$ cat config.mk
export PLATFORM = sky130hd
export DESIGN_NAME = css_select
export DESIGN_NICKNAME = d
export VERILOG_FILES = /design/src/shared/css_pkg.sv /design/src/rtl/css_select.sv /design/src/rtl/css_src_mux.sv
export SDC_FILE = /design/constraint.sdc
export NUM_CORES = 1
export LEC_CHECK = 0
export BUFFER_PORTS_ARGS = -buffer_cell sky130_fd_sc_hd__buf_2
export CAP_MARGIN = 20
export CORE_ASPECT_RATIO = 1.2
export CORE_MARGIN = 2
export CORE_UTILIZATION = 45
export CTS_CLUSTER_SIZE = 14
export DETAILED_ROUTE_END_ITERATION = 7
export PLACE_DENSITY = 0.89
export SETUP_SLACK_MARGIN = 0.15
export SKIP_LAST_GASP = 1
export SLEW_MARGIN = 20
export SYNTH_ARGS = -nofsm -noshare
export SYNTH_HDL_FRONTEND = slang
export SYNTH_SLANG_ARGS = --single-unit
$ cat constraint.sdc
create_clock -name clk_sys -period 6.85 [get_ports clk_sys]
set_input_delay 0.3425 -clock clk_sys [delete_from_list [all_inputs] [get_ports clk_sys]]
set_output_delay 0.3425 -clock clk_sys [all_outputs]
set_load 0.01 [all_outputs]
$ cat src/shared/css_pkg.sv
package css_pkg;

    // ------------------------------------------------------------
    // register map
    // ------------------------------------------------------------
    localparam logic [7:0] OFS_CFG = 8'h00;
    localparam logic [7:0] OFS_TERM_LO = 8'h04;
    localparam logic [7:0] OFS_TERM_HI = 8'h08;
    localparam logic [7:0] OFS_STATUS = 8'h0C;

    // ------------------------------------------------------------
    // configuration fields
    // ------------------------------------------------------------
    localparam int CFG_SER_POS = 0;
    localparam int CFG_SER_W = 4;
    localparam int CFG_BUS_POS = 4;
    localparam int CFG_BUS_W = 2;
    localparam int CFG_CAN_POS = 6;
    localparam int CFG_RUNSRC_POS = 7;
    localparam int CFG_W = 8;
    localparam logic [7:0] CFG_RESET = 8'h00;

    // terminal function codes, one byte per digital input terminal
    localparam int TERM_N = 5;
    localparam int TERM_W = 8;
    localparam logic [TERM_W-1:0] TERM_RESET = 8'h00;
    localparam logic [TERM_W-1:0] FN_LINK_OP = 8'h18;

    // ------------------------------------------------------------
    // status fields
    // ------------------------------------------------------------
    localparam int ST_FSRC_POS = 0;
    localparam int ST_RSRC_POS = 2;
    localparam int ST_LINK_POS = 4;
    localparam int ST_ASGN_POS = 5;

    // ------------------------------------------------------------
    // selector codes
    // ------------------------------------------------------------
    localparam logic [3:0] SER_MAX = 4'h8;
    localparam logic [1:0] BUS_FOLLOW = 2'h0;
    localparam logic [1:0] BUS_FREQ = 2'h1;
    localparam logic [1:0] BUS_RUN = 2'h2;
    localparam logic [1:0] BUS_BOTH = 2'h3;

    // command source feeding a routed output
    typedef enum logic [1:0]
    {
        CSS_SRC_LOCAL = 2'h0,
        CSS_SRC_SER1 = 2'h1,
        CSS_SRC_SER2 = 2'h2,
        CSS_SRC_BUS = 2'h3
    } css_src_t;

    localparam int FREQ_W = 16;
    localparam int RUN_W = 2;

    // one command set from one source
    typedef struct packed
    {
        logic [FREQ_W-1:0] freq;
        logic [RUN_W-1:0] run;
    } css_cmd_t;

endpackage : css_pkg

$ cat src/rtl/css_select.sv
// Decided for this implementation: the placing of the registers and the address-and-strobe port.
`timescale 1ns/1ps

module css_select (
    input wire logic clk_sys,
    input wire logic rst_b,
    // register port
    input wire logic [7:0] reg_addr,
    input wire logic [31:0] reg_wdata,
    input wire logic reg_wr,
    input wire logic reg_rd,
    output logic [31:0] reg_rdata,
    // digital input terminal levels, active high
    input wire logic [css_pkg::TERM_N-1:0] di_level,
    // local sources
    input wire logic [css_pkg::FREQ_W-1:0] local_freq,
    input wire logic multistep_on,
    input wire logic [css_pkg::FREQ_W-1:0] multistep_freq,
    input wire logic [css_pkg::RUN_W-1:0] keypad_run,
    input wire logic [css_pkg::RUN_W-1:0] di_run,
    // remote sources
    input wire css_pkg::css_cmd_t ser1_cmd,
    input wire css_pkg::css_cmd_t ser2_cmd,
    input wire css_pkg::css_cmd_t fieldbus_cmd,
    input wire css_pkg::css_cmd_t can_cmd,
    // routed commands
    output logic [css_pkg::FREQ_W-1:0] freq_cmd,
    output logic [css_pkg::RUN_W-1:0] run_cmd,
    output css_pkg::css_src_t freq_src,
    output css_pkg::css_src_t run_src
);

    // ------------------------------------------------------------
    // configuration registers
    // ------------------------------------------------------------
    logic [css_pkg::CFG_W-1:0] cfg;
    logic [css_pkg::TERM_W-1:0] term_fn [css_pkg::TERM_N];
    logic [3:0] serial_source_select;
    logic [1:0] fieldbus_source_select;
    logic can_link_enable;
    logic local_run_source;

    assign serial_source_select =
        cfg[css_pkg::CFG_SER_POS +: css_pkg::CFG_SER_W];
    assign fieldbus_source_select =
        cfg[css_pkg::CFG_BUS_POS +: css_pkg::CFG_BUS_W];
    assign can_link_enable = cfg[css_pkg::CFG_CAN_POS];
    assign local_run_source = cfg[css_pkg::CFG_RUNSRC_POS];

    // software writes the selector settings
    always_ff @(posedge clk_sys)
    begin
        if (!rst_b)
            cfg <= css_pkg::CFG_RESET;
        else if (reg_wr && reg_addr == css_pkg::OFS_CFG)
            cfg <= reg_wdata[css_pkg::CFG_W-1:0];
    end

    // terminal function codes: four in the low word, the fifth above
    always_ff @(posedge clk_sys)
    begin
        if (!rst_b)
        begin
            for (int i = 0; i < css_pkg::TERM_N; i++)
                term_fn[i] <= css_pkg::TERM_RESET;
        end
        else if (reg_wr && reg_addr == css_pkg::OFS_TERM_LO)
        begin
            for (int i = 0; i < 4; i++)
                term_fn[i] <= reg_wdata[i*8 +: 8];
        end
        else if (reg_wr && reg_addr == css_pkg::OFS_TERM_HI)
            term_fn[4] <= reg_wdata[7:0];
    end

    // ------------------------------------------------------------
    // link operation input
    // ------------------------------------------------------------
    logic [css_pkg::TERM_N-1:0] term_is_link;
    logic link_assigned;
    logic link_active;
    logic link_on;

    for (genvar g = 0; g < css_pkg::TERM_N; g++)
    begin : g_term
        assign term_is_link[g] = (term_fn[g] == css_pkg::FN_LINK_OP);
    end

    assign link_assigned = |term_is_link;
    // any assigned terminal that is high turns the link operation on
    assign link_active = |(term_is_link & di_level);
    // unassigned counts as permanently on
    assign link_on = !link_assigned || link_active;

    // ------------------------------------------------------------
    // source decision
    // ------------------------------------------------------------
    css_pkg::css_src_t ser_freq;
    css_pkg::css_src_t ser_run;
    css_pkg::css_src_t next_freq_src;
    css_pkg::css_src_t next_run_src;

    // serial selector decode; codes above the top act as code 0
    always_comb
    begin
        case (serial_source_select)
            4'h1, 4'h3, 4'h7: ser_freq = css_pkg::CSS_SRC_SER1;
            4'h4, 4'h5, 4'h8: ser_freq = css_pkg::CSS_SRC_SER2;
            default: ser_freq = css_pkg::CSS_SRC_LOCAL;
        endcase
        case (serial_source_select)
            4'h2, 4'h3, 4'h5: ser_run = css_pkg::CSS_SRC_SER1;
            4'h6, 4'h7, 4'h8: ser_run = css_pkg::CSS_SRC_SER2;
            default: ser_run = css_pkg::CSS_SRC_LOCAL;
        endcase
    end

    // fieldbus bits override the serial choice, link off forces local
    always_comb
    begin
        next_freq_src = ser_freq;
        next_run_src = ser_run;
        if (fieldbus_source_select[0])
            next_freq_src = css_pkg::CSS_SRC_BUS;
        if (fieldbus_source_select[1])
            next_run_src = css_pkg::CSS_SRC_BUS;
        if (!link_on)
        begin
            next_freq_src = css_pkg::CSS_SRC_LOCAL;
            next_run_src = css_pkg::CSS_SRC_LOCAL;
        end
    end

    // ------------------------------------------------------------
    // candidate commands
    // ------------------------------------------------------------
    css_pkg::css_cmd_t bus_cmd;
    logic [css_pkg::FREQ_W-1:0] loc_freq;
    logic [css_pkg::RUN_W-1:0] loc_run;

    // built-in CAN stands in for the fieldbus option when enabled
    assign bus_cmd = can_link_enable ? can_cmd : fieldbus_cmd;
    assign loc_freq = multistep_on ? multistep_freq : local_freq;
    assign loc_run = local_run_source ? di_run : keypad_run;

    // ------------------------------------------------------------
    // registered routing
    // ------------------------------------------------------------
    // outputs follow the decision one cycle later, glitch free
    always_ff @(posedge clk_sys)
    begin
        if (!rst_b)
        begin
            freq_src <= css_pkg::CSS_SRC_LOCAL;
            run_src <= css_pkg::CSS_SRC_LOCAL;
        end
        else
        begin
            freq_src <= next_freq_src;
            run_src <= next_run_src;
        end
    end

    css_src_mux #(
        .W(css_pkg::FREQ_W)
    ) u_freq_mux (
        .clk_sys(clk_sys),
        .rst_b(rst_b),
        .sel(next_freq_src),
        .d_local(loc_freq),
        .d_ser1(ser1_cmd.freq),
        .d_ser2(ser2_cmd.freq),
        .d_bus(bus_cmd.freq),
        .q(freq_cmd)
    );

    css_src_mux #(
        .W(css_pkg::RUN_W)
    ) u_run_mux (
        .clk_sys(clk_sys),
        .rst_b(rst_b),
        .sel(next_run_src),
        .d_local(loc_run),
        .d_ser1(ser1_cmd.run),
        .d_ser2(ser2_cmd.run),
        .d_bus(bus_cmd.run),
        .q(run_cmd)
    );

    // ------------------------------------------------------------
    // register read-back
    // ------------------------------------------------------------
    // data stand only in the cycle after the read strobe
    always_ff @(posedge clk_sys)
    begin
        if (!rst_b)
            reg_rdata <= 32'h0000_0000;
        else if (!reg_rd)
            reg_rdata <= 32'h0000_0000;
        else
            case (reg_addr)
                css_pkg::OFS_CFG:
                    reg_rdata <= {24'h00_0000, cfg};
                css_pkg::OFS_TERM_LO:
                    reg_rdata <= {term_fn[3], term_fn[2], term_fn[1],
                                  term_fn[0]};
                css_pkg::OFS_TERM_HI:
                    reg_rdata <= {24'h00_0000, term_fn[4]};
                css_pkg::OFS_STATUS:
                begin
                    reg_rdata <= 32'h0000_0000;
                    reg_rdata[css_pkg::ST_FSRC_POS +: 2] <= freq_src;
                    reg_rdata[css_pkg::ST_RSRC_POS +: 2] <= run_src;
                    reg_rdata[css_pkg::ST_LINK_POS] <= link_on;
                    reg_rdata[css_pkg::ST_ASGN_POS] <= link_assigned;
                end
                default:
                    reg_rdata <= 32'h0000_0000;
            endcase
    end
endmodule : css_select

$ cat src/rtl/css_src_mux.sv
`timescale 1ns/1ps

module css_src_mux #(
    parameter int W = 16
) (
    input wire logic clk_sys,
    input wire logic rst_b,
    input wire logic [1:0] sel,
    input wire logic [W-1:0] d_local,
    input wire logic [W-1:0] d_ser1,
    input wire logic [W-1:0] d_ser2,
    input wire logic [W-1:0] d_bus,
    output logic [W-1:0] q
);

    // ------------------------------------------------------------
    // registered four-way pick
    // ------------------------------------------------------------
    // the flop keeps decode hazards off the routed command
    always_ff @(posedge clk_sys)
    begin
        if (!rst_b)
            q <= '0;
        else
            case (sel)
                2'h0: q <= d_local;
                2'h1: q <= d_ser1;
                2'h2: q <= d_ser2;
                default: q <= d_bus;
            endcase
    end

endmodule : css_src_mux

### Word level (Yosys, flattened, before mapping)

Memories as Yosys holds them, arrays and structs flattened.
Cells that the tools add are included.

* muxes and demuxes: 25
* bitwise logic cells: 6
* reductions and logical operators: 15
* equal/unequal tests: 20

Operators with widths (number)
* 32-bit one-hot mux with 4 select lines: 1
* 16-bit one-hot mux with 3 select lines: 1
* 8-bit by 5-bit equality test with 1-bit output, second input constant: 5
* 8-bit 2-to-1 mux: 5
* 18-bit 2-to-1 mux: 1
* 4-bit by 3-bit equality test with 1-bit output, second input constant: 4
* 8-bit by 4-bit equality test with 1-bit output, second input constant: 2
* 16-bit 2-to-1 mux: 1
* 3-bit OR reduction: 4
* 2-bit 2-to-1 mux: 5
* 5-bit OR reduction: 2
* 4-bit by 2-bit equality test with 1-bit output, second input constant: 2
* 8-bit by 3-bit equality test with 1-bit output, second input constant: 1
* 8-bit logical NOT: 1
* 1-bit 2-to-1 mux: 8
* 2-bit one-hot mux with 2 select lines: 2
* 2-bit one-hot mux with 3 select lines: 1
* 5-bit bitwise AND: 1
* 1-bit bitwise OR: 5
* 2-bit by 1-bit equality test with 1-bit output, second input constant: 2
* 2-bit equality test, second input constant: 2
* 4-bit by 1-bit equality test with 1-bit output, second input constant: 1
* 4-bit equality test, second input constant: 1
* 2-bit logical NOT: 2
* other kinds (4): 6

* memories kept: 1
* bits in registers: 62
* word-level logic and storage cells: 73
* output and inout bits: 54
* RAM bits: 40
* input port bits: 158

Memory list
* term_fn: words 5, bits a word 8, rd ports 5, clocked after Yosys merged registers in 0, write ports 5, RTL line css_select.sv:37 `logic [css_pkg::TERM_W-1:0] term_fn [css_pkg::TERM_N];`

### Depth between registers and ports, before layout

Gate-level depths: netlist of the first run.

* depth after elaboration: 7
* gate-level depth with buffers: 9
* depth with buffers taken out: 6

### Hierarchy

From an unflattened synthesis of the first run, not the netlist that was laid out.

* cells, all modules: 372
* area total of the unflattened synthesis: 4603.2 um2

By module, submodules not included
* css_select: cells an instance 293, area each 3653.5 um2, times used 1, seq. area each 2082.0 um2
* css_src_mux (u_freq_mux): cells an instance 73, area each 844.6 um2, times used 1, seq. area each 320.3 um2
* css_src_mux (u_run_mux): cells an instance 6, area each 105.1 um2, times used 1, seq. area each 40.0 um2

### Worst setup path after synthesis of the first run

No wires, ideal clock.

* path type: input-to-reg
* from: input port reg_addr[1]
* to: memory term_fn[0][0] in the netlist's numbering, enable pin
* required time: 6.384 ns
* library setup time: 0.466 ns
* cell stages on the path: 4
* slack: 2.883 ns
* path buffers: 0
* arrival: 3.502 ns
* path through: or4_1 -> nor3_2 -> nand2_2 -> o21ai_0

RTL lines
* start: declaration: RTL line css_select.sv:8 `input wire logic [7:0] reg_addr,`
* end: declaration: RTL line css_select.sv:37

==> results of run 1 <==
[cell type report]
cell class	instances	area (um2)
clock buffer	9	225.2
clock inverter	7	85.08
fill	818	3999
inverter	4	15.01
multi-input combinational	274	2100
sequential	102	2442
tap	126	157.7
timing repair buffer	215	1086
[worst reg2reg max path, cell delays in order (launching register included)]
cell,delay [ns]
edfxtp_1,0.39
nor4b_1,0.16
and4b_1,0.21
or4_4,0.52
o211ai_2,0.78
and2_4,0.44
a221oi_2,0.11
[logic make-up after synthesis]
kind of cell / after synthesis
DFF: 102
AOI/OAI and AO/OA: 83
buffers and inverters: 32
and+or+nand+nor: 141
muxes: 50
[routing by layer]
metal,up-vias,track usage [%]
met5,-,0
li1,1898,-
met3,39,5.609
met4,0,11.76
met1,1910,26.90
met2,261,42.82
[through the flow]
step	worst slack (ns)	util, %	instance area [um2]	instances	power, mW
final	4.085	60.45	6111	737	1.303
after detailed placement	4.064	57.35	5798	721	0.7873
after CTS	4.057	60.42	6108	737	1.309
after global routing	3.934	60.45	6111	737	1.347
after floorplan	2.883	-	4700	408	0.7211
after global placement	4.143	57.35	5798	721	0.7830
[how the worst min path moves through the flow]
stage	endpoint	cells past startpoint	slack, ns
after floorplan	reg_rdata[21]	1	0.44
after global placement	reg_rdata[19]	1	0.44
after detailed placement	reg_rdata[28]	1	0.45
after CTS	cfg[4]	3	0.25
after global routing	term_fn[0][29]	2	0.27
final	cfg[4]	3	0.26
[registers in the layout, summed over array words and instances, names as in the netlist]
register / flops
term_fn: 40
u_freq_mux.q: 16
run_src: 2
cfg: 8
freq_src: 2
u_run_mux.q: 2
reg_rdata: 32
[power by group through the flow]
stage	logic [mW]	registers, mW	clock network (mW)
6_report	0.117	0.658	0.528
3_5_place_dp	0.116	0.671	0
2_1_floorplan	0.0487	0.672	0
3_3_place_gp	0.113	0.670	0
4_1_cts	0.117	0.657	0.535
5_1_grt	0.127	0.659	0.561
[Yosys cell counts, types with 2 or more instances]
library cell / n
dfxtp_1: 62
o21a_1: 2
mux2_2: 15
buf_6: 4
o21ai_1: 6
buf_2: 3
clkbuf_1: 16
buf_1: 2
mux4_2: 4
o31ai_1: 2
nor2b_1: 7
nand2_1: 20
a211oi_1: 2
a21oi_1: 9
mux2i_1: 31
nand2b_1: 5
a221o_1: 13
and2_1: 56
o211ai_1: 2
edfxtp_1: 40
nor3_2: 2
clkbuf_2: 2
o21ai_0: 19
a22oi_1: 3
nor4b_1: 5
o22ai_1: 3
and4b_1: 3
a221oi_2: 13
nand2_2: 3
or4_1: 2
nor2_1: 30
o211a_1: 3
inv_1: 4
[cell usage in the layout (no fill, tap or decap), drive strengths merged, types with 2 or more instances in the layout]
| master | Yosys | layout |
|---|---|---|
| inv | 4 | 9 |
| o21a | 2 | 2 |
| a22oi | 3 | 3 |
| o211ai | 3 | 3 |
| a221o | 13 | 13 |
| nor2 | 30 | 30 |
| nor2b | 7 | 7 |
| a221oi | 13 | 13 |
| a21oi | 9 | 9 |
| nand2 | 23 | 23 |
| o22ai | 3 | 3 |
| mux2i | 31 | 31 |
| edfxtp | 40 | 40 |
| a211oi | 3 | 3 |
| nor4b | 5 | 5 |
| buf | 10 | 215 |
| o31ai | 2 | 2 |
| mux4 | 4 | 4 |
| o211a | 3 | 3 |
| dfxtp | 62 | 62 |
| nand2b | 5 | 5 |
| o21ai | 25 | 25 |
| clkbuf | 18 | 9 |
| and2 | 57 | 57 |
| mux2 | 15 | 15 |
| nor3 | 3 | 3 |
| or4 | 3 | 3 |
| and4b | 4 | 4 |
==> qor.csv, run 1 <==
metric,value,unit
drv_cap,0,
synth_fp_nets,566,
synth_compound_area_share,14.70,%
clk_latency,0.34,ns
io_buffers,211,
ff2ff_setup_slack,4.08,ns
critPathBufInv,0,
wl_met2,6.939,mm
num_rows,40,
met1_length,5.028,mm
reg2reg_depth,6,
cts_resized,0,
crit_slowest_cell,o211ai_2,
p_leak,2.641,nW
hold_viol_final,0,
holdCritPathClass,in2reg,
io_pins,212,
critPathCaptureType,register,
critPathCapture,u_freq_mux.q[1],
yosys.cell_types.count,48,
die_h,115.9,um
cpPeakStageDelay,0.78,ns
syn-instance-count,408,
drive_above_1_share,45.66,%
area_growth,30.03,%
status,completed,
synth_xor_area_share,0,%
dieArea,0.01128,mm2
grt_pass1_vias,4063,
p_sw_share,23.05,%
wl_met3,1.267,mm
async_flop_share,0,%
core_region_area,0.01011,mm2
critPathArrivalTime,2.94,ns
grt_pass1_wl,20.38,mm
synth_fa_ha_area_share,0,%
cts_buffer_depth,2,
holdBufCountCts,0,
skew,0.01045,ns
r2r_end,u_freq_mux.q[1],
cp_max_fo,22,
cts_setup_buffers,0,
antenna_left,0,
post_drt_via_cell_ratio,5.574,
p_clk_share,40.5,%
criticalPathCategory,reg2reg,
timing.hold.ws,0.2584,ns
synth_top_flop_cell,dfxtp_1,
cts_htree_levels,3,
drc,0,
critPathRequiredTime,7.03,ns
cts_buffers,9,
routabilityCongestion,0.8941,
crit-reg2reg-launch,term_fn[0][36],
grt_use_total,23.85,%
synth_top_area_cell,dfxtp_1,
finalNetCount,764,
combPwrFrac,9.0,%
rsz0062_at_grt,no,
worst-path-stages,6,
path_clk_slew,0.07,ns
yosys_warnings,0,
tightest_slew,1.103,ns
root_buffer,clkbuf_16,
netlist_top_cells_area,"dfxtp_1 (26%), edfxtp_1 (26%), and2_1 (7.5%), mux2i_1 (6.6%), a221oi_2 (4.2%)",
fmax,361.6,MHz
power_switching,0.3003,mW
internal_power,1.003,mW
synth_top_family_by_area,simple AND/OR/NAND/NOR gates,
power.density,213.2,mW/mm2
finalSetupTns,0,ns
path_cells,nor4b_1 -> and4b_1 -> or4_4 -> o211ai_2 -> and2_4 -> a221oi_2,
synth_mux_area_share,12.11,%
synthSimpleGateAreaFrac,17.65,%
fp.dieW,97.29,um
dpl.hpwl,10.86,mm
ys_seq_area_share,51.97,%
grt_overflow_total,0,
setup_viol_count_final,0,
antenna_found_initial,0,
synthesis.area,0.004700,mm2
start_kind,register,
top_layer_used,met4,
ir_worst_vdd,117.8,uV
slew_headroom,26.46,%
vias,4108,
antenna_cells,0,
cp_top_family,simple AND/OR/NAND/NOR gates,
synth_seq_cells,102,
min-delay-start,reg_wdata[4],
start_util,46.49,%
fin_crit,2.765,ns
syn_area_per_cell,11.52,um2
first_iter_violations,274,
maxSlewViolCount,0,
finalCritPeriodShare,40.37,%
pwr-share-seq,50.5,%
dr.pass1.iters,5,
drt-total-wl,13.76,mm
crit_start,term_fn[0][36],
synth_top_cell_area_share,26.41,%
numClockSinks,102,
routedWlPerCell,18.67,um
cts_tree,done,
grt_max_degree,33,
synth_enable_flop_cells,40,
(Power assumes the default switching activity.)
==> run 2, diff against run 1 <==
- ABC_AREA: unset -> 1
- PLACE_DENSITY: 0.89 -> 0.88
- clock period: 6.85 -> 2.55 ns (I/O delays scaled with it)
==> run 2 against run 1 <==
  * Global-route usage is essentially flat
  * Worst hold slack lost 0.22 ns
  * Sequential share of layout area shrank 3.0 points
  * Flip-flop and latch count is the same
  * Critical endpoint is now u_freq_mux.q[4]
  * Largest cell class unchanged
==> qor.csv, run 2 <==
metric,value,unit
power_switching,0.8314,mW
cts_htree_levels,3,
cts_buffers,9,
drive_above_1_share,33.61,%
antenna_cells,0,
synth_common_cells,"inv_1 (115), nand2_1 (97), nor2_1 (80)",
internal_power,2.678,mW
hold_viol_final,0,
synth_top_family_by_area,simple AND/OR/NAND/NOR gates,
crit_start,term_fn[0][38],
cts_tree,done,
root_buffer,clkbuf_16,
p_clk_share,39.2,%
pwr-share-seq,50.4,%
core_region_area,0.01109,mm2
critPathRequiredTime,2.80,ns
vias,5084,
cts_setup_buffers,0,
reg.largest.list,"term_fn x40, reg_rdata x32, u_freq_mux.q x16",
grt_max_degree,62,
antenna_found_initial,0,
synth_top_area_cell,dfxtp_1,
min-delay-start,reg_wdata[3],
synthesis.area,0.005140,mm2
final_cells,999,
path_clk_slew,0.07,ns
critPathArrivalTime,2.29,ns
status,completed,
netlist_top_cells_area,"dfxtp_1 (24%), edfxtp_1 (23%), inv_1 (8.4%), nand2_1 (7.1%), nor2_1 (5.8%)",
start_util,46.36,%
ys_seq_area_share,47.52,%
ff2ff_setup_slack,0.51,ns
syn-instance-count,638,
post_drt_via_cell_ratio,5.089,
synth_fp_nets,796,
place_area,0.006312,mm2
cts_buffer_depth,2,
setup_viol_count_final,0,
io_buffers,211,
total_power,3.510,mW
synth_most_common_cell,inv_1,
reg2reg_depth,13,
holdCritPathClass,in2reg,
synth_xor_area_share,0,%
fmax,491.3,MHz
final_common_cell,buf_2,
power.density,530.7,mW/mm2
drc,0,
grt_overflow_total,0,
finalNetCount,998,
p_sw_share,23.69,%
num_rows,42,
yosys.cell_types.count,40,
synth_seq_cells,102,
first_iter_violations,356,
skew,0.006899,ns
rsz0062_at_grt,no,
tightest_slew,0.7319,ns
routabilityCongestion,0.9385,
fp.dieW,101.6,um
hold_path_depth,3,
critPathCaptureType,register,
layout_common_cells,"buf_2 (211), inv_1 (115), nand2_1 (97), nor2_1 (80), dfxtp_1 (62)",
start_kind,register,
hold_end,cfg[3],
yosys_warnings,0,
dpl.hpwl,11.23,mm
crit-reg2reg-launch,term_fn[0][38],
routedWlPerCell,14.62,um
largest_reg_flops,40,
grt_pass1_vias,4902,
post-route-util,59.65,%
synth_top_cell_area_share,24.15,%
io_pins,212,
synth_compound_area_share,6.913,%
cp_max_fo,61,
area_growth,28.68,%
p_leak,3.373,nW
numClockSinks,102,
postLayoutCellArea,0.006614,mm2
grt_use_total,23.84,%
async_flop_share,0,%
synth_enable_flop_cells,40,
synthSimpleGateAreaFrac,25.97,%
finalCritPeriodShare,79.82,%
dp_cells,983,
slew_headroom,51.13,%
finalSetupTns,0,ns
criticalPathCategory,reg2reg,
synth_top_flop_cell,dfxtp_1,
maxSlewViolCount,0,
ir_worst_vdd,377.8,uV
drt-total-wl,14.60,mm
fin_crit,2.035,ns
synth_mux_area_share,7.011,%
dieArea,0.01230,mm2
dr.pass1.iters,5,
r2r_end,u_freq_mux.q[4],
top_register,term_fn,
grt_pass1_wl,22.79,mm
die_h,121.1,um
clk_latency,0.35,ns
drv_cap,0,
holdBufCountCts,0,
combPwrFrac,10.4,%
synth_fa_ha_area_share,0,%
syn_area_per_cell,8.056,um2
antenna_left,0,
-- run 2: layout make-up --
type,instances,area [um2]
Clock inverter,7,72.57
Inverter,131,491.7
Clock buffer,9,225.2
Tap cell,154,192.7
Multi-Input combinational cell,375,2054
Fill cell,995,4474
Timing Repair Buffer,221,1135
Sequential cell,102,2442
-- run 2: per-stage QoR --
step	setup slack [ns]	hold WS, ns
finish	0.5145	0.03560
global route	0.2539	0.03289
CTS	0.4093	0.03129
detailed placement	0.4413	0.3920
global placement	0.4816	0.3907
floorplan	0.4610	0.2763
-- run 2: worst max-delay path by stage --
| stage | end | slack (ns) | depth (start not counted) |
|---|---|---|---|
| after floorplan | term_fn[0][0] | 0.46 | 6 |
| after global placement | u_freq_mux.q[4] | 0.48 | 13 |
| after detailed placement | u_freq_mux.q[2] | 0.44 | 13 |
| after CTS | u_freq_mux.q[2] | 0.41 | 13 |
| after global routing | u_freq_mux.q[2] | 0.25 | 13 |
| final | u_freq_mux.q[4] | 0.51 | 13 |
-- run 2: per-layer routing --
metal	share of wire [%]	global-route usage, %	vias to the layer above
met1	37	27.27	2302
met3	7.8	4.954	42
li1	-	-	2470
met5	0	0	-
met4	3.3	9.882	0
met2	52	42.48	270
-- run 2: repair_timing --
item,in CTS,in global routing
hold endpoints to repair,0,0
endpoints found under the setup margin,0,15
resized for setup,0,1
-- run 2: critical path, cell delays in order, from the launching register on --
cell and delay, ns:
edfxtp_1 0.44, nor2_1 0.16, inv_1 0.05, nor2_1 0.09
nand3_1 0.08, nand2_1 0.06, inv_1 0.04, nand3_2 0.07
buf_6 0.36, o21ai_4 0.25, nand2_1 0.13, nand3_1 0.10
nand2_1 0.07, inv_1 0.03
-- run 2: power groups by stage --
stage          clock [mW]  sequential [mW]  combinational (mW)
2_1_floorplan           0             1.81               0.160
3_3_place_gp            0             1.80               0.352
3_5_place_dp            0             1.80               0.362
4_1_cts              1.38             1.77               0.364
5_1_grt              1.44             1.77               0.406
6_report             1.38             1.77               0.365
-- run 2: cell families after synthesis --
logic type	Yosys count
buf+inv	161
compound gates	54
simple gates	287
mux	34
flops	102
